==> src/core/lgs_defines.svh <==
// Purpose: offsets, field positions and reset values of the line gain and servo bank
// Assumes: 8-bit register address, 16-bit register data
// Notes:   included by every design file that decodes or resets a field
`ifndef LGS_DEFINES_SVH
`define LGS_DEFINES_SVH

// ----------------------------------------------------------------------------
// register offsets
// ----------------------------------------------------------------------------
`define LGS_ADDR_W           8
`define LGS_DATA_W           16
`define LGS_OFS_LINE_LEFT    8'h3b
`define LGS_OFS_LINE_RIGHT   8'h3c
`define LGS_OFS_SERVO_EN     8'h43
`define LGS_OFS_SERVO_TRIG   8'h44

// ----------------------------------------------------------------------------
// line output control fields
// ----------------------------------------------------------------------------
`define LGS_BIT_SILENCE      8
`define LGS_BIT_APPLY        7
`define LGS_BIT_ZC           6
`define LGS_GAIN_W           6
`define LGS_GAIN_RST         6'h39
`define LGS_SILENCE_RST      1'h0
`define LGS_ZC_RST           1'h0

// ----------------------------------------------------------------------------
// servo fields: channel 0 left phones, 1 right phones, 2 left line, 3 right line
// ----------------------------------------------------------------------------
`define LGS_CHANS            4
`define LGS_EN_RST           4'h0
`define LGS_TRIG_ONESHOT_LSB 12
`define LGS_TRIG_BURST_LSB   8
`define LGS_TRIG_POWERUP_LSB 4
`define LGS_TRIG_VALUE_LSB   0
`define LGS_MODE_ONESHOT     3
`define LGS_MODE_BURST       2
`define LGS_MODE_POWERUP     1
`define LGS_MODE_VALUE       0

`endif

==> src/core/lgs_pkg.sv <==
// Purpose: shared types of the line gain and servo bank
// Assumes: lgs_defines.svh holds every number
// Notes:   one-hot state codes are written out
`include "lgs_defines.svh"
package lgs_pkg;
  // ----------------------------------------------------------------------------
  // types
  // ----------------------------------------------------------------------------
  typedef logic [`LGS_GAIN_W-1:0] lgs_gain_t;
  typedef logic [3:0]             lgs_mode_t;   // one bit per correction mode
  typedef enum logic [1:0] {
    LGS_IDLE = 2'b01,
    LGS_RUN  = 2'b10
  } lgs_state_e;
endpackage

==> src/core/lgs_gain_apply.sv <==
// Purpose: moves a pending line gain to the active gain, optionally at a zero cross
// Assumes: apply and zero_cross are one-cycle pulses on sys_clk
// Notes:   leaving zero-cross mode while waiting applies the held gain at once
`timescale 1ns/1ps
`include "lgs_defines.svh"
module lgs_gain_apply
  import lgs_pkg::*;
(
  // clock and reset
  input  wire logic      sys_clk,
  input  wire logic      rst,
  // control
  input  wire lgs_gain_t pend_gain,
  input  wire logic      apply,
  input  wire logic      zc_en,
  input  wire logic      zero_cross,
  // result
  output lgs_gain_t      active_gain_r,
  output logic           wait_r
);
  lgs_gain_t held_r;

  // ----------------------------------------------------------------------------
  // gain transfer
  // ----------------------------------------------------------------------------
  // immediate transfer, or hold until the next zero cross
  always_ff @(posedge sys_clk) begin
    if (rst) begin
      active_gain_r <= `LGS_GAIN_RST;
      held_r        <= `LGS_GAIN_RST;
      wait_r        <= 1'b0;
    end else if (apply && !zc_en) begin
      active_gain_r <= pend_gain;
      wait_r        <= 1'b0;
    end else if (apply) begin
      held_r        <= pend_gain;
      wait_r        <= 1'b1;
    end else if (wait_r && (zero_cross || !zc_en)) begin
      active_gain_r <= held_r;
      wait_r        <= 1'b0;
    end
  end
endmodule

==> src/core/lgs_servo_chan.sv <==
// Purpose: one channel of the offset servo sequencer
// Assumes: done is a one-cycle pulse from the analogue servo loop
// Notes:   one correction at a time; triggers while busy are dropped
`timescale 1ns/1ps
`include "lgs_defines.svh"
module lgs_servo_chan
  import lgs_pkg::*;
(
  // clock and reset
  input  wire logic      sys_clk,
  input  wire logic      rst,
  // register side
  input  wire lgs_mode_t go,
  input  wire logic      chan_en,
  // servo loop side
  input  wire logic      done,
  output logic           start_r,
  output lgs_mode_t      busy_r
);
  lgs_state_e state_r;
  lgs_mode_t  pick;

  // ----------------------------------------------------------------------------
  // mode pick: one-shot over burst over power-up over value write
  // ----------------------------------------------------------------------------
  always_comb begin
    pick = 4'h0;
    if (go[`LGS_MODE_ONESHOT])      pick[`LGS_MODE_ONESHOT] = 1'b1;
    else if (go[`LGS_MODE_BURST])   pick[`LGS_MODE_BURST]   = 1'b1;
    else if (go[`LGS_MODE_POWERUP]) pick[`LGS_MODE_POWERUP] = 1'b1;
    else if (go[`LGS_MODE_VALUE])   pick[`LGS_MODE_VALUE]   = 1'b1;
  end

  // ----------------------------------------------------------------------------
  // sequencer
  // ----------------------------------------------------------------------------
  // busy bit set on launch, cleared only by the loop's done
  always_ff @(posedge sys_clk) begin
    if (rst) begin
      state_r <= LGS_IDLE;
      busy_r  <= 4'h0;
      start_r <= 1'b0;
    end else begin
      start_r <= 1'b0;
      unique case (state_r)
        LGS_IDLE: begin
          if (chan_en && (|go)) begin
            state_r <= LGS_RUN;
            busy_r  <= pick;
            start_r <= 1'b1;
          end
        end
        LGS_RUN: begin
          if (done) begin
            state_r <= LGS_IDLE;
            busy_r  <= 4'h0;
          end
        end
        default: begin
          state_r <= LGS_IDLE;
          busy_r  <= 4'h0;
        end
      endcase
    end
  end
endmodule

==> src/core/lgs_bank.sv <==
// Function
// - Bit 8 of each line register silences that channel independently.
// - Bit 7 written as 1 moves both pending line gains to active together.
// - Bit 6 gates that channel's gain change to a zero cross.
// - Six-bit gain code: 0 is -57 dB, 1 dB steps, 0x39 is 0 dB.
// - Enable register bits 3..0: right line, left line, right phones, left phones.
// - Trigger bits 15..12 launch one correction on channels 3..0.
// - One-shot trigger bit reads 1 while that correction runs.
// - Trigger bits 11..8 launch a correction series on channels 3..0.
// - Series trigger bit reads 1 while that series is in progress.
// - Bits 7 and 6 start power-up servo on right and left line.
// - Power-up trigger bit reads 1 while its correction is in progress.
// - Bits 5 and 4 start power-up servo on right and left phones.
// - Bits 3..0 start direct offset-value write on channels 3..0.
//
// Purpose: register bank for line output gain and offset servo control
// Assumes: plain register port, read data one cycle after the read strobe
// Notes:   triggers on a disabled or busy channel are ignored
`timescale 1ns/1ps
`include "lgs_defines.svh"
module lgs_bank
  import lgs_pkg::*;
(
  // clock and reset
  input  wire logic                   sys_clk,
  input  wire logic                   rst,
  // register port
  input  wire logic [`LGS_ADDR_W-1:0] reg_addr,
  input  wire logic [`LGS_DATA_W-1:0] reg_wdata,
  input  wire logic                   reg_wr,
  input  wire logic                   reg_rd,
  output logic      [`LGS_DATA_W-1:0] reg_rdata,
  // line output analogue controls
  input  wire logic                   left_line_zero_cross,
  input  wire logic                   right_line_zero_cross,
  output logic                        left_line_silence,
  output logic                        right_line_silence,
  output logic                        left_line_zero_cross_en,
  output logic                        right_line_zero_cross_en,
  output lgs_gain_t                   left_line_gain,
  output lgs_gain_t                   right_line_gain,
  // offset servo loop, one bit per channel
  input  wire logic [3:0]             servo_done,
  output logic      [3:0]             servo_en,
  output logic      [3:0]             servo_start,
  output logic      [3:0]             servo_oneshot_go,
  output logic      [3:0]             servo_burst_go,
  output logic      [3:0]             servo_powerup_go,
  output logic      [3:0]             servo_value_write_go
);
  // ----------------------------------------------------------------------------
  // storage
  // ----------------------------------------------------------------------------
  logic                   left_sil_r;
  logic                   right_sil_r;
  logic                   left_zc_r;
  logic                   right_zc_r;
  lgs_gain_t              left_pend_r;
  lgs_gain_t              right_pend_r;
  logic [3:0]             servo_en_r;
  logic [`LGS_DATA_W-1:0] rdata_r;
  logic [`LGS_DATA_W-1:0] rdata_nxt;
  logic                   wr_left;
  logic                   wr_right;
  logic                   wr_trig;
  logic                   gain_apply;
  logic                   left_wait;
  logic                   right_wait;
  logic [`LGS_DATA_W-1:0] trig_view;
  lgs_mode_t              busy [`LGS_CHANS];

  // ----------------------------------------------------------------------------
  // address decode
  // ----------------------------------------------------------------------------
  // write selects per register and the shared gain apply strobe
  assign wr_left    = reg_wr && (reg_addr == `LGS_OFS_LINE_LEFT);
  assign wr_right   = reg_wr && (reg_addr == `LGS_OFS_LINE_RIGHT);
  assign wr_trig    = reg_wr && (reg_addr == `LGS_OFS_SERVO_TRIG);
  assign gain_apply = (wr_left || wr_right) && reg_wdata[`LGS_BIT_APPLY];

  // ----------------------------------------------------------------------------
  // line output control registers
  // ----------------------------------------------------------------------------
  // left line silence, zero-cross enable and pending gain
  always_ff @(posedge sys_clk) begin
    if (rst) begin
      left_sil_r  <= `LGS_SILENCE_RST;
      left_zc_r   <= `LGS_ZC_RST;
      left_pend_r <= `LGS_GAIN_RST;
    end else if (wr_left) begin
      left_sil_r  <= reg_wdata[`LGS_BIT_SILENCE];
      left_zc_r   <= reg_wdata[`LGS_BIT_ZC];
      left_pend_r <= reg_wdata[`LGS_GAIN_W-1:0];
    end
  end

  // right line silence, zero-cross enable and pending gain
  always_ff @(posedge sys_clk) begin
    if (rst) begin
      right_sil_r  <= `LGS_SILENCE_RST;
      right_zc_r   <= `LGS_ZC_RST;
      right_pend_r <= `LGS_GAIN_RST;
    end else if (wr_right) begin
      right_sil_r  <= reg_wdata[`LGS_BIT_SILENCE];
      right_zc_r   <= reg_wdata[`LGS_BIT_ZC];
      right_pend_r <= reg_wdata[`LGS_GAIN_W-1:0];
    end
  end

  // ----------------------------------------------------------------------------
  // gain transfer, one per line channel
  // ----------------------------------------------------------------------------
  // the pending value seen is the one being written when that register is hit
  lgs_gain_apply u_left_gain (
    .sys_clk       (sys_clk),
    .rst           (rst),
    .pend_gain     (wr_left ? reg_wdata[`LGS_GAIN_W-1:0] : left_pend_r),
    .apply         (gain_apply),
    .zc_en         (wr_left ? reg_wdata[`LGS_BIT_ZC] : left_zc_r),
    .zero_cross    (left_line_zero_cross),
    .active_gain_r (left_line_gain),
    .wait_r        (left_wait)
  );

  lgs_gain_apply u_right_gain (
    .sys_clk       (sys_clk),
    .rst           (rst),
    .pend_gain     (wr_right ? reg_wdata[`LGS_GAIN_W-1:0] : right_pend_r),
    .apply         (gain_apply),
    .zc_en         (wr_right ? reg_wdata[`LGS_BIT_ZC] : right_zc_r),
    .zero_cross    (right_line_zero_cross),
    .active_gain_r (right_line_gain),
    .wait_r        (right_wait)
  );

  // ----------------------------------------------------------------------------
  // servo enable register
  // ----------------------------------------------------------------------------
  // bit i enables servo channel i
  always_ff @(posedge sys_clk) begin
    if (rst) begin
      servo_en_r <= `LGS_EN_RST;
    end else if (reg_wr && (reg_addr == `LGS_OFS_SERVO_EN)) begin
      servo_en_r <= reg_wdata[`LGS_CHANS-1:0];
    end
  end

  // ----------------------------------------------------------------------------
  // servo channels
  // ----------------------------------------------------------------------------
  // each channel takes its four trigger bits from the trigger write
  for (genvar i = 0; i < `LGS_CHANS; i++) begin : g_chan
    lgs_mode_t go;
    always_comb begin
      go = 4'h0;
      if (wr_trig) begin
        go[`LGS_MODE_ONESHOT] = reg_wdata[`LGS_TRIG_ONESHOT_LSB+i];
        go[`LGS_MODE_BURST]   = reg_wdata[`LGS_TRIG_BURST_LSB+i];
        go[`LGS_MODE_POWERUP] = reg_wdata[`LGS_TRIG_POWERUP_LSB+i];
        go[`LGS_MODE_VALUE]   = reg_wdata[`LGS_TRIG_VALUE_LSB+i];
      end
    end

    lgs_servo_chan u_chan (
      .sys_clk (sys_clk),
      .rst     (rst),
      .go      (go),
      .chan_en (servo_en_r[i]),
      .done    (servo_done[i]),
      .start_r (servo_start[i]),
      .busy_r  (busy[i])
    );

    // in-progress flags gathered into the trigger register view
    assign servo_oneshot_go[i]     = busy[i][`LGS_MODE_ONESHOT];
    assign servo_burst_go[i]       = busy[i][`LGS_MODE_BURST];
    assign servo_powerup_go[i]     = busy[i][`LGS_MODE_POWERUP];
    assign servo_value_write_go[i] = busy[i][`LGS_MODE_VALUE];
  end

  // trigger register readback shows work in progress
  assign trig_view = {servo_oneshot_go, servo_burst_go,
                      servo_powerup_go, servo_value_write_go};

  // ----------------------------------------------------------------------------
  // read path
  // ----------------------------------------------------------------------------
  // apply strobe bit reads as zero; unmapped offsets read as zero
  always_comb begin
    rdata_nxt = 16'h0000;
    if (reg_rd) begin
      unique case (reg_addr)
        `LGS_OFS_LINE_LEFT:  rdata_nxt = {7'h00, left_sil_r, 1'b0, left_zc_r, left_pend_r};
        `LGS_OFS_LINE_RIGHT: rdata_nxt = {7'h00, right_sil_r, 1'b0, right_zc_r, right_pend_r};
        `LGS_OFS_SERVO_EN:   rdata_nxt = {12'h000, servo_en_r};
        `LGS_OFS_SERVO_TRIG: rdata_nxt = trig_view;
        default:             rdata_nxt = 16'h0000;
      endcase
    end
  end

  // read data stands only in the cycle after the strobe
  always_ff @(posedge sys_clk) begin
    if (rst) begin
      rdata_r <= 16'h0000;
    end else begin
      rdata_r <= rdata_nxt;
    end
  end

  // ----------------------------------------------------------------------------
  // outputs
  // ----------------------------------------------------------------------------
  assign reg_rdata                = rdata_r;
  assign left_line_silence        = left_sil_r;
  assign right_line_silence       = right_sil_r;
  assign left_line_zero_cross_en  = left_zc_r;
  assign right_line_zero_cross_en = right_zc_r;
  assign servo_en                 = servo_en_r;
endmodule

==> config.mk <==
export PLATFORM = sky130hd
export DESIGN_NAME = lgs_bank
export DESIGN_NICKNAME = d
export VERILOG_FILES = /design/src/core/lgs_pkg.sv /design/src/core/lgs_gain_apply.sv /design/src/core/lgs_servo_chan.sv /design/src/core/lgs_bank.sv
export VERILOG_INCLUDE_DIRS = /design/src /design/src/core
export SDC_FILE = /design/constraint.sdc
export NUM_CORES = 1
export LEC_CHECK = 0
export ABC_AREA = 1
export ABC_CLOCK_PERIOD_IN_PS = 2800
export BUFFER_PORTS_ARGS = -buffer_cell sky130_fd_sc_hd__buf_2
export CORE_AREA = 5 5 99 83
export CTS_CLUSTER_DIAMETER = 200
export DETAILED_ROUTE_END_ITERATION = 7
export DIE_AREA = 0 0 104 88
export HOLD_SLACK_MARGIN = 0.12
export PLACE_DENSITY = 0.83
export SLEW_MARGIN = 20
export SYNTH_ARGS = -nofsm -noshare
export SYNTH_HDL_FRONTEND = slang
export SYNTH_SLANG_ARGS = --single-unit
==> constraint.sdc <==
create_clock -name sys_clk -period 2.8 [get_ports sys_clk]
set_clock_uncertainty 0.2 [all_clocks]
set_input_delay 0.14 -clock sys_clk [delete_from_list [all_inputs] [get_ports sys_clk]]
set_output_delay 0.14 -clock sys_clk [all_outputs]
set_load 0.03 [all_outputs]
# Yosys cells after proc, flatten, opt, wreduce, memory -nomap -nowiden
# Index checks and enable logic that the tools add are counted.
# Widths: inputs -> output; s select.
[op_classes]
n_bitwise = 7
mux = 75
n_eq_ne = 22
n_reduce_logical = 41
[ops]
columns = ["operator", "count"]
rows = [
  ["$pmux 16 s4", 1],
  ["$mux 4", 12],
  ["$mux 6", 8],
  ["$pmux 4 s2", 4],
  ["$mux 1", 30],
  ["$mux 2", 12],
  ["$eq 8x6->1 const B", 2],
  ["$eq 8x7->1 const B", 2],
  ["$pmux 2 s2", 4],
  ["$reduce_and 2->1", 8],
  ["$reduce_or 4->1", 4],
  ["$reduce_or 2->1", 7],
  ["$logic_and 1x1->1", 13],
  ["$mux 3", 4],
  ["$ne 2x1->1 const B", 5],
  ["$ne 2x2->1 const B", 5],
  ["$eq 2x1->1 const B", 4],
  ["$eq 2x2->1 const B", 4],
  ["$reduce_bool 2->1", 4],
  ["$not 1->1", 7],
  ["$logic_or 1x1->1", 3],
  ["$logic_not 1->1", 2],
]
[totals]
register_bits = 90
output_inout_bits = 56
elab_cells = 171
inputBits = 34

# Logic depth before layout (Yosys ltp)
# Gate-level depths: netlist of run 1.
[logic_depth]
ltp_word = 9
mapped_depth = 12
ltp_nobuf = 12

# By module
# From an unflattened synthesis of run 1, not the netlist that was laid out.
[hier_totals]
cells_unflattened = 602
hier_area_um2 = 4206.5
[modules_own_cells]
columns = ["module", "instances", "area_each_um2", "cells_each"]
rows = [
  ["lgs_bank", 1, 1831.8, 272],
  ["lgs_servo_chan", 4, 302.8, 38],
  ["lgs_gain_apply", 2, 581.8, 89],
]

# Worst setup path before layout of run 1
# Ideal clock, no wire load.
[synth_timing]
path_type = "input-to-reg"
startpoint = "in reg_addr[0]"
endpoint = "reg u_left_gain.active_gain_r[0]"
setup_time_ns = 0.130
t_arrival_ns = 1.311
stages = 11
n_path_buf = 1
required_time_ns = 2.470
path_slack_ns = 1.159
path_cell_list = "nor2_1 -> nand3_2 -> nor2_4 -> nand2_2 -> a21oi_2 -> nand2_2 -> buf_6 -> nand2_1 -> nand2_1 -> nand2_1 -> nand3_1"
[synth_between]
elab_chain_cells = 8
[synth_rtl]
columns = ["element", "line_no", "source"]
rows = [
  ["start, declared", "lgs_bank.sv:28", "input wire logic [`LGS_ADDR_W-1:0] reg_addr,"],
  ["$eq 8x6->1", "--", ""],
  ["$logic_and 1x1->1", "lgs_bank.sv:76", "assign wr_left = reg_wr && (reg_addr == `LGS_OFS_LINE_LEFT);"],
  ["$mux 1", "--", ""],
  ["$logic_not 1->1", "lgs_gain_apply.sv:32, lgs_gain_apply.sv:38", ""],
  ["$logic_or 1x1->1", "lgs_gain_apply.sv:38", "end else if (wait_r && (zero_cross || !zc_en)) begin"],
  ["$logic_and 1x1->1", "lgs_gain_apply.sv:38", ""],
  ["$reduce_bool 2->1 (no line)", "--", ""],
  ["$reduce_and 2->1 (no line)", "--", ""],
  ["end signal, assigned", "lgs_gain_apply.sv:29", "active_gain_r <= `LGS_GAIN_RST;"],
  ["end signal, assigned", "lgs_gain_apply.sv:33", "active_gain_r <= pend_gain;"],
  ["end signal, assigned", "lgs_gain_apply.sv:39", "active_gain_r <= held_r;"],
  ["end, declared", "lgs_gain_apply.sv:18", "output lgs_gain_t active_gain_r,"],
]
# Parallel ways exist; a longest one is shown, timed or not.
# A chain may end at the register's enable or synchronous reset.

# Worst setup path in the final report of run 1
[layout_timing]
startpoint = "in reg_wr"
endpoint = "reg g_chan[2].u_chan.busy_r[0]"
[layout_between]
elab_chain_cells = 8
[layout_rtl]
columns = ["element", "line_no", "source"]
rows = [
  ["start, declared", "lgs_bank.sv:30", "input wire logic reg_wr,"],
  ["$logic_and 1x1->1 *", "lgs_bank.sv:78", "assign wr_trig = reg_wr && (reg_addr == `LGS_OFS_SERVO_TRIG);"],
  ["$mux 4 *", "lgs_bank.sv:156", "if (wr_trig) begin"],
  ["$mux 1", "lgs_servo_chan.sv:31", "else if (go[`LGS_MODE_VALUE]) pick[`LGS_MODE_VALUE] = 1'b1;"],
  ["$mux 1", "lgs_servo_chan.sv:30", "else if (go[`LGS_MODE_POWERUP]) pick[`LGS_MODE_POWERUP] = 1'b1;"],
  ["$mux 2", "lgs_servo_chan.sv:29", "else if (go[`LGS_MODE_BURST]) pick[`LGS_MODE_BURST] = 1'b1;"],
  ["$mux 3", "lgs_servo_chan.sv:28", "if (go[`LGS_MODE_ONESHOT]) pick[`LGS_MODE_ONESHOT] = 1'b1;"],
  ["$mux 4", "lgs_servo_chan.sv:47", "if (chan_en && (|go)) begin"],
  ["$pmux 4 s2", "lgs_servo_chan.sv:45", "unique case (state_r)"],
  ["end signal, assigned", "lgs_servo_chan.sv:49", "busy_r <= pick;"],
  ["end, declared", "lgs_servo_chan.sv:18", "output lgs_mode_t busy_r"],
]
# Mark *: on every way between the ends. The rest lies on a longest branch, timed or not. The select of a mux whose other input is x is not followed.

==> reports/metrics.cfg, run 1 <==
[finish]
area_delta_synth_final_pct = 29.1
layout_common_cells = 165 x nand2_1, 90 x dfxtp_1, 89 x buf_2
drive_gt1_frac = 0.196
diodes = 0
fin_nets = 718
fillCellCount = 531
layout_commonest_cell = nand2_1

[min_path]
min_from = reg_addr[7]
hold_class = primary input to register

[synthesis]
synth_cell_type_count = 32
synthFlopType = dfxtp_1
async_reset_ff_frac = 0
synth_fp_nets = 591
ys_seq_area_frac = 0.451
synth_area_leader_cell = dfxtp_1
synth_top_cells_by_area = dfxtp_1 45%, nand2_1 16%, nand3_1 7.0%
ys_seq_elements = 90
synth-edff-count = 0
syn_area_um2 = 3990
synthDominantCellAreaShare = 0.451
synthCells = 557
synth.avg_cell_area_um2 = 7.17
yosys_warnings = 0

[power]
powerDensity_nw_per_um2 = 485
ir_worst_vdd_mv = 0.338
p_total_w = 0.00250
leakagePower_nw = 2.64

[floorplanning]
initial_core_util = 0.559
core_um2 = 7150
ioPinCount = 90
rows = 28
die-area_um2 = 9150
die_h_um = 88
die_w_um = 104

[timing]
setup_viol = 0
tns_ps = 0
finalMaxSlewViolations = 0
fin_crit_sh = 0.956
worst_slew_pin_slew_ps = 533
fmax_mhz = 374
rsz0062_at_grt = no
period_minus_slack_ps = 2680
final_hold_viol_count = 0
slew_headroom = 0.645

[global_routing]
grt_overflow_total = 0
grt_pass1_wl_mm = 20.3
first_global_vias = 4280
grt_usage = 0.274
grt_max_degree = 47
antenna_found_initial = 0

[placed_design]
post-dp-hpwl_mm = 7.88
finalWeightedCongestion = 0.918
portBuffers = 89

[routing]
post_drt_via_cell_ratio = 5.54
first_pass_iters = 5
route.vias.total = 4313
drt_iter0_markers = 358
finalWirelength_mm = 12.0
drc = 0
ant_nets = 0
wire_per_inst_um = 15.4

[setup_path]
path_cells = dlygate4sd3_1, buf_2, buf_4, nand2_2, nor3_1, dlygate4sd3_1, nand2_1, a21oi_1, dlygate4sd3_1
critPathLaunch = reg_wr
crit_arrival_ps = 2790
crit_slowest_cell = dlygate4sd3_1
path_max_fanout = 10
start_kind = primary input
slowest_delay_ps = 600
rr_startpoint = g_chan[0].u_chan.state_r[0]
crit_required_ps = 2910
endpoint_kind = register
critPathKind = primary input to register
crit_family = buffers and inverters
cp.buffers_inverters = 5
rrSetupSlack_ps = 890
cpMostUsedCell = dlygate4sd3_1

[clocking]
h-tree-depth = 3
cts.sinks = 90
clockBufferDepth = 2
clock_latency_ps = 360
cts_tree = yes
clkTransAtPathRegs_ps = 90
root_buffer = clkbuf_8
cts_buffers = 9

[job]
drv_cap = 0

[status]
status = finished clean

state kept, by name (all words and copies together) (netlist names), 4 cells and up:
name                        count
u_right_gain.held_r             6
g_chan.u_chan.start_r           4
right_pend_r                    6
left_pend_r                     6
servo_en                        4
g_chan.u_chan.state_r           8
u_left_gain.held_r              6
g_chan.u_chan.busy_r           16
reg_rdata                      16
u_left_gain.active_gain_r       6
u_right_gain.active_gain_r      6
synth_stat cells, types with 2 or more instances:
cell	n
a21oi_1	21
a221oi_1	4
buf_2	3
buf_4	10
clkbuf_1	9
dfxtp_1	90
inv_1	64
inv_2	2
nand2_1	165
nand2_2	8
nand2_4	2
nand3_1	56
nand3_2	3
nand3b_1	6
nand4_1	6
nor2_1	46
nor2_4	2
nor3_1	5
nor3_4	2
o211ai_1	13
o21ai_0	23
o21ai_1	6
or2_2	2
routing by layer:
| layer | part of all wire | GRT usage | vias to the layer above |
|---|---|---|---|
| met1 | 0.40 | 0.328 | 1953 |
| met5 | 0 | 0 | - |
| met3 | 0.097 | 0.0766 | 61 |
| met2 | 0.46 | 0.459 | 261 |
| met4 | 0.037 | 0.135 | 0 |
| li1 | - | - | 2038 |
cells by family after synthesis:
family | after synthesis | synth area share
buffers and inverters | 90 | 0.0968
AND/OR/NAND/NOR | 308 | 0.352
flip-flops | 90 | 0.451
AO/OA/AOI/OAI | 69 | 0.100
tightest hold or removal path, cell delays in order:
cell and delay [ps]:
buf_2 130, nor3_4 70, nand2_1 150, o211ai_1 100, nand2_1 60, inv_1 30
worst paths after layout:
| check | end | cells after the start |
|---|---|---|
| setup / recovery | g_chan[2].u_chan.busy_r[0] | 9 |
| hold / removal | reg_rdata[6] | 6 |
| setup reg to reg | g_chan[0].u_chan.busy_r[3] | 7 |
| hold reg to reg | u_left_gain.active_gain_r[0] | 2 |
power by group:
group          internal [W]  leakage [nW]  total (W)  switching [W]
clock              0.000620         0.121    0.00108       0.000461
combinational     0.0000588          1.79   0.000140      0.0000817
sequential          0.00128         0.726    0.00128    0.000000959
final cells by class:
type / instances / area [um2] / share of cell area
clock buffers: 12 / 145 / 0.0281
repair buffers: 140 / 943 / 0.183
multi-input cells: 377 / 1810 / 0.351
well taps: 90 / 113 / 0.0218
flip-flops and latches: 90 / 1800 / 0.349
clock inverters: 4 / 98.8 / 0.0192
inverters: 66 / 248 / 0.0480
what timing repair did:
item | in CTS | in global routing
endpoints found under the setup margin | 0 | 1
setup buffers | 0 | 0
hold buffers | 46 | 0
resized for setup | 0 | 1
endpoints found under the hold margin | 71 | 0
stage by stage:
| step | hold WS, ps | worst slack, ps | instance area (um2) | instances | utilization |
|---|---|---|---|---|---|
| 2_1_floorplan | 71.3 | 1160 | 3990 | 557 | - |
| 3_3_place_gp | 192 | 718 | 4450 | 717 | 0.623 |
| 3_5_place_dp | 191 | 626 | 4450 | 717 | 0.623 |
| 4_1_cts | 121 | 234 | 5150 | 779 | 0.721 |
| 5_1_grt | 177 | 29.7 | 5160 | 779 | 0.722 |
| 6_report | 150 | 124 | 5160 | 779 | 0.722 |
Power figures use the tool's default switching activity.
==> run 2, diff against run 1 <==
--- a/config.mk
+++ b/config.mk
@@ -6,16 +6,16 @@
 export SDC_FILE = /design/constraint.sdc
 export NUM_CORES = 1
 export LEC_CHECK = 0
-export ABC_AREA = 1
+export ABC_AREA = 0
 export ABC_CLOCK_PERIOD_IN_PS = 2800
 export BUFFER_PORTS_ARGS = -buffer_cell sky130_fd_sc_hd__buf_2
-export CORE_AREA = 5 5 99 83
+export CORE_AREA = 5 5 101 84
 export CTS_CLUSTER_DIAMETER = 200
 export DETAILED_ROUTE_END_ITERATION = 7
-export DIE_AREA = 0 0 104 88
+export DIE_AREA = 0 0 106 89
 export HOLD_SLACK_MARGIN = 0.12
-export PLACE_DENSITY = 0.83
-export SLEW_MARGIN = 20
+export PLACE_DENSITY = 0.82
+export SLEW_MARGIN = 5
 export SYNTH_ARGS = -nofsm -noshare
 export SYNTH_HDL_FRONTEND = slang
 export SYNTH_SLANG_ARGS = --single-unit
==> reports/metrics.cfg, run 2 <==
[synthesis]
synth_top_cells_by_area = dfxtp_1 44%, a21oi_1 4.8%, mux2i_1 4.4%  ; was dfxtp_1 45%, nand2_1 16%, nand3_1 7.0%
syn_area_um2 = 4100  ; was 3990 um2
yosys.cell_count.top_type = dfxtp_1  ; was nand2_1
synth_area_leader_cell = dfxtp_1  ; unchanged
synth_compound_area_frac = 0.208  ; was 0.100
yosys-mux-area-fraction = 0.0659  ; was 0
ys_seq_area_frac = 0.439  ; was 0.451
synth_top_family_by_area = simple AND/OR/NAND/NOR gates  ; unchanged
synth_fp_nets = 468  ; was 591
ys_seq_elements = 90  ; unchanged
synthCells = 434  ; was 557
async_reset_ff_frac = 0  ; unchanged
synth_cell_type_count = 60  ; was 32
synth-simple-area-share = 0.234  ; was 0.352
synth.avg_cell_area_um2 = 9.45  ; was 7.17 um2
netlist_top_cells_count = 90 x dfxtp_1, 42 x nor2_1, 39 x a21oi_1  ; was 165 x nand2_1, 90 x dfxtp_1, 64 x inv_1
synthDominantCellAreaShare = 0.439  ; was 0.451
yosys_warnings = 0  ; unchanged
synth-edff-count = 0  ; unchanged
synthFlopType = dfxtp_1  ; unchanged
synth_xor_area_frac = 0  ; unchanged
synthAdderAreaFrac = 0  ; unchanged

[timing]
tns_ps = 0  ; unchanged
slew_headroom = 0.442  ; was 0.645
period_minus_slack_ps = 2520  ; was 2680 ps
finalMaxSlewViolations = 0  ; unchanged
fmax_mhz = 396  ; was 374 MHz
final_hold_viol_count = 0  ; unchanged
fin_crit_sh = 0.901  ; was 0.956
setup_viol = 0  ; unchanged
worst_slew_pin_slew_ps = 837  ; was 533 ps
rsz0062_at_grt = no  ; unchanged

[routing]
drc = 0  ; unchanged
finalWirelength_mm = 11.1  ; was 12.0 mm
drt_iter0_markers = 337  ; was 358
wl_met2_mm = 5.26  ; was 5.53 mm
first_pass_iters = 5  ; unchanged
dr_wl_met3_um = 700  ; was 1.16 mm
dr.max_layer_used = met4  ; unchanged
post_drt_via_cell_ratio = 6.04  ; was 5.54
ant_nets = 0  ; unchanged
wl_met1_mm = 4.87  ; was 4.85 mm
route.vias.total = 3866  ; was 4,313
wire_per_inst_um = 17.3  ; was 15.4 um

[setup_path]
path_cells = dlygate4sd3_1, buf_2, or2_2, or3_1, a31oi_1, o21ai_0, a21oi_1, dlygate4sd3_1  ; was dlygate4sd3_1, buf_2, buf_4, nand2_2, nor3_1, dlygate4sd3_1, nand2_1, a21oi_1, dlygate4sd3_1
critPathKind = primary input to register  ; unchanged
r2r_cells = 5  ; was 7
rrSetupSlack_ps = 710  ; was 890 ps
cpMostUsedCell = dlygate4sd3_1  ; unchanged
crit_slowest_cell = dlygate4sd3_1  ; unchanged
rr_startpoint = right_line_zero_cross_en  ; was g_chan[0].u_chan.state_r[0]
slowest_delay_ps = 560  ; was 600 ps
start_kind = primary input  ; unchanged
r2r-end = u_right_gain.active_gain_r[3]  ; was g_chan[0].u_chan.busy_r[3]
crit_arrival_ps = 2630  ; was 2790 ps
path_max_fanout = 3  ; was 10
endpoint_kind = register  ; unchanged
cp.buffers_inverters = 3  ; was 5
crit_family = buffers and inverters  ; unchanged
crit_required_ps = 2910  ; about the same

[global_routing]
first_global_vias = 3735  ; was 4,280
grt_max_degree = 59  ; was 47
grt_usage = 0.239  ; was 0.274
grt_pass1_wl_mm = 18.1  ; was 20.3 mm
grt_overflow_total = 0  ; unchanged
antenna_found_initial = 0  ; unchanged

[placed_design]
portBuffers = 89  ; unchanged
post-dp-hpwl_mm = 7.73  ; was 7.88 mm
place_area_um2 = 4550  ; was 4450 um2
finalWeightedCongestion = 0.861  ; was 0.918

[floorplanning]
die-area_um2 = 9430  ; was 9150 um2
die_w_um = 106  ; was 104 um
initial_core_util = 0.563  ; was 0.559
core_um2 = 7290  ; was 7150 um2
die_h_um = 89  ; was 88 um
ioPinCount = 90  ; unchanged
rows = 28  ; unchanged

[finish]
diodes = 0  ; unchanged
drive_gt1_frac = 0.278  ; was 0.196
stdcell_area_um2 = 5090  ; was 5160 um2
layout_common_cells = 90 x dfxtp_1, 89 x buf_2, 42 x nor2_1  ; was 165 x nand2_1, 90 x dfxtp_1, 89 x buf_2
fin_util = 0.699  ; was 0.722
fin_nets = 579  ; was 718
layout_commonest_cell = dfxtp_1  ; was nand2_1
area_delta_synth_final_pct = 24.2  ; was 29.1%

[clocking]
h-tree-depth = 3  ; unchanged
cts_buffers = 9  ; unchanged
clock_latency_ps = 350  ; was 360 ps
root_buffer = clkbuf_8  ; unchanged
clkTransAtPathRegs_ps = 90  ; about the same
cts.sinks = 90  ; unchanged
postCtsSetupBuffers = 0  ; unchanged
cts_tree = yes  ; unchanged
clockBufferDepth = 2  ; unchanged

[power]
ir_worst_vdd_mv = 0.223  ; was 0.338 mV
leakagePower_nw = 2.13  ; was 2.64 nW
p_total_w = 0.00230  ; was 0.00250 W
powerDensity_nw_per_um2 = 451  ; was 485 nW/um2

[status]
status = finished clean  ; unchanged

[min_path]
hold_end = reg_rdata[14]  ; was reg_rdata[6]
min_from = reg_rd  ; was reg_addr[7]
hold_class = primary input to register  ; unchanged
holdPathStages = 4  ; was 6

[job]
drv_cap = 0  ; unchanged

## run 2: cell types whose count changed after synthesis, sizes merged, moves of 9 or more
cell / delta
nor2b: +19
and3: +9
mux2i: +18
a21oi: +19
nand2b: +13
nand3: -50
o21ai: -17
inv: -51
or2: +9
o211ai: -12
nand2: -164
## run 2: worst max path at each step
| stage | startpoint | end | depth (start not counted) |
|---|---|---|---|
| floorplan | reg_addr[7] | u_right_gain.held_r[0] | 6 |
| global placement | reg_wr | u_right_gain.held_r[4] | 6 |
| detailed placement | reg_wr | u_left_gain.held_r[5] | 6 |
| CTS | reg_addr[3] | servo_en[2] | 7 |
| global route | reg_addr[6] | servo_en[1] | 7 |
| finish | reg_wdata[9] | g_chan[1].u_chan.busy_r[3] | 8 |
## run 2: timing repair
action	4_1_cts	5_1_grt
hold buffers	34	0
resized for setup	0	1
setup endpoints to repair	0	1
endpoints found under the hold margin	58	0
## run 2: final cells by class
class / instances / area [um2]
fill: 584 / 2190
sequential: 90 / 1800
timing repair buffer: 130 / 838
inverter: 15 / 56.3
multi-input combinational: 299 / 2090
tap: 90 / 113
clock inverter: 6 / 66.3
clock buffer: 10 / 128
## run 2: report_power, final
part	leakage, nW	total (W)	internal [W]	switching [W]
Sequential	0.726	0.00128	0.00128	0.000000455
Clock	0.101	0.000884	0.000417	0.000467
Combinational	1.31	0.000137	0.0000570	0.0000796
## run 2: worst register-to-register path: stages, from the launching register on
cell and delay, ps:
dfxtp_1 450, nor4bb_1 400, o2111ai_1 360, a21oi_1 280, o2111a_1 250, a21oi_1 50
## run 2: stage by stage
stage               hold slack [ps]  setup slack [ps]  cells
finish                          140               277    640
global route                    162               172    640
CTS                             135               163    640
detailed placement              213               565    590
global placement                196               681    590
floorplan                      48.6               855    434
## run 2: per-layer routing
| layer | up-vias | track usage |
|---|---|---|
| met3 | 26 | 0.0491 |
| li1 | 1820 | - |
| met5 | - | 0 |
| met1 | 1851 | 0.303 |
| met4 | 0 | 0.0976 |
| met2 | 169 | 0.403 |
## run 2: cells by family (layout without fill, tap and decap cells)
logic type | count (synthesis) | count (layout)
AOI/OAI and AO/OA | 116 | 116
and+or+nand+nor | 157 | 157
buffers and inverters | 45 | 161
muxes | 26 | 26
DFF | 90 | 90
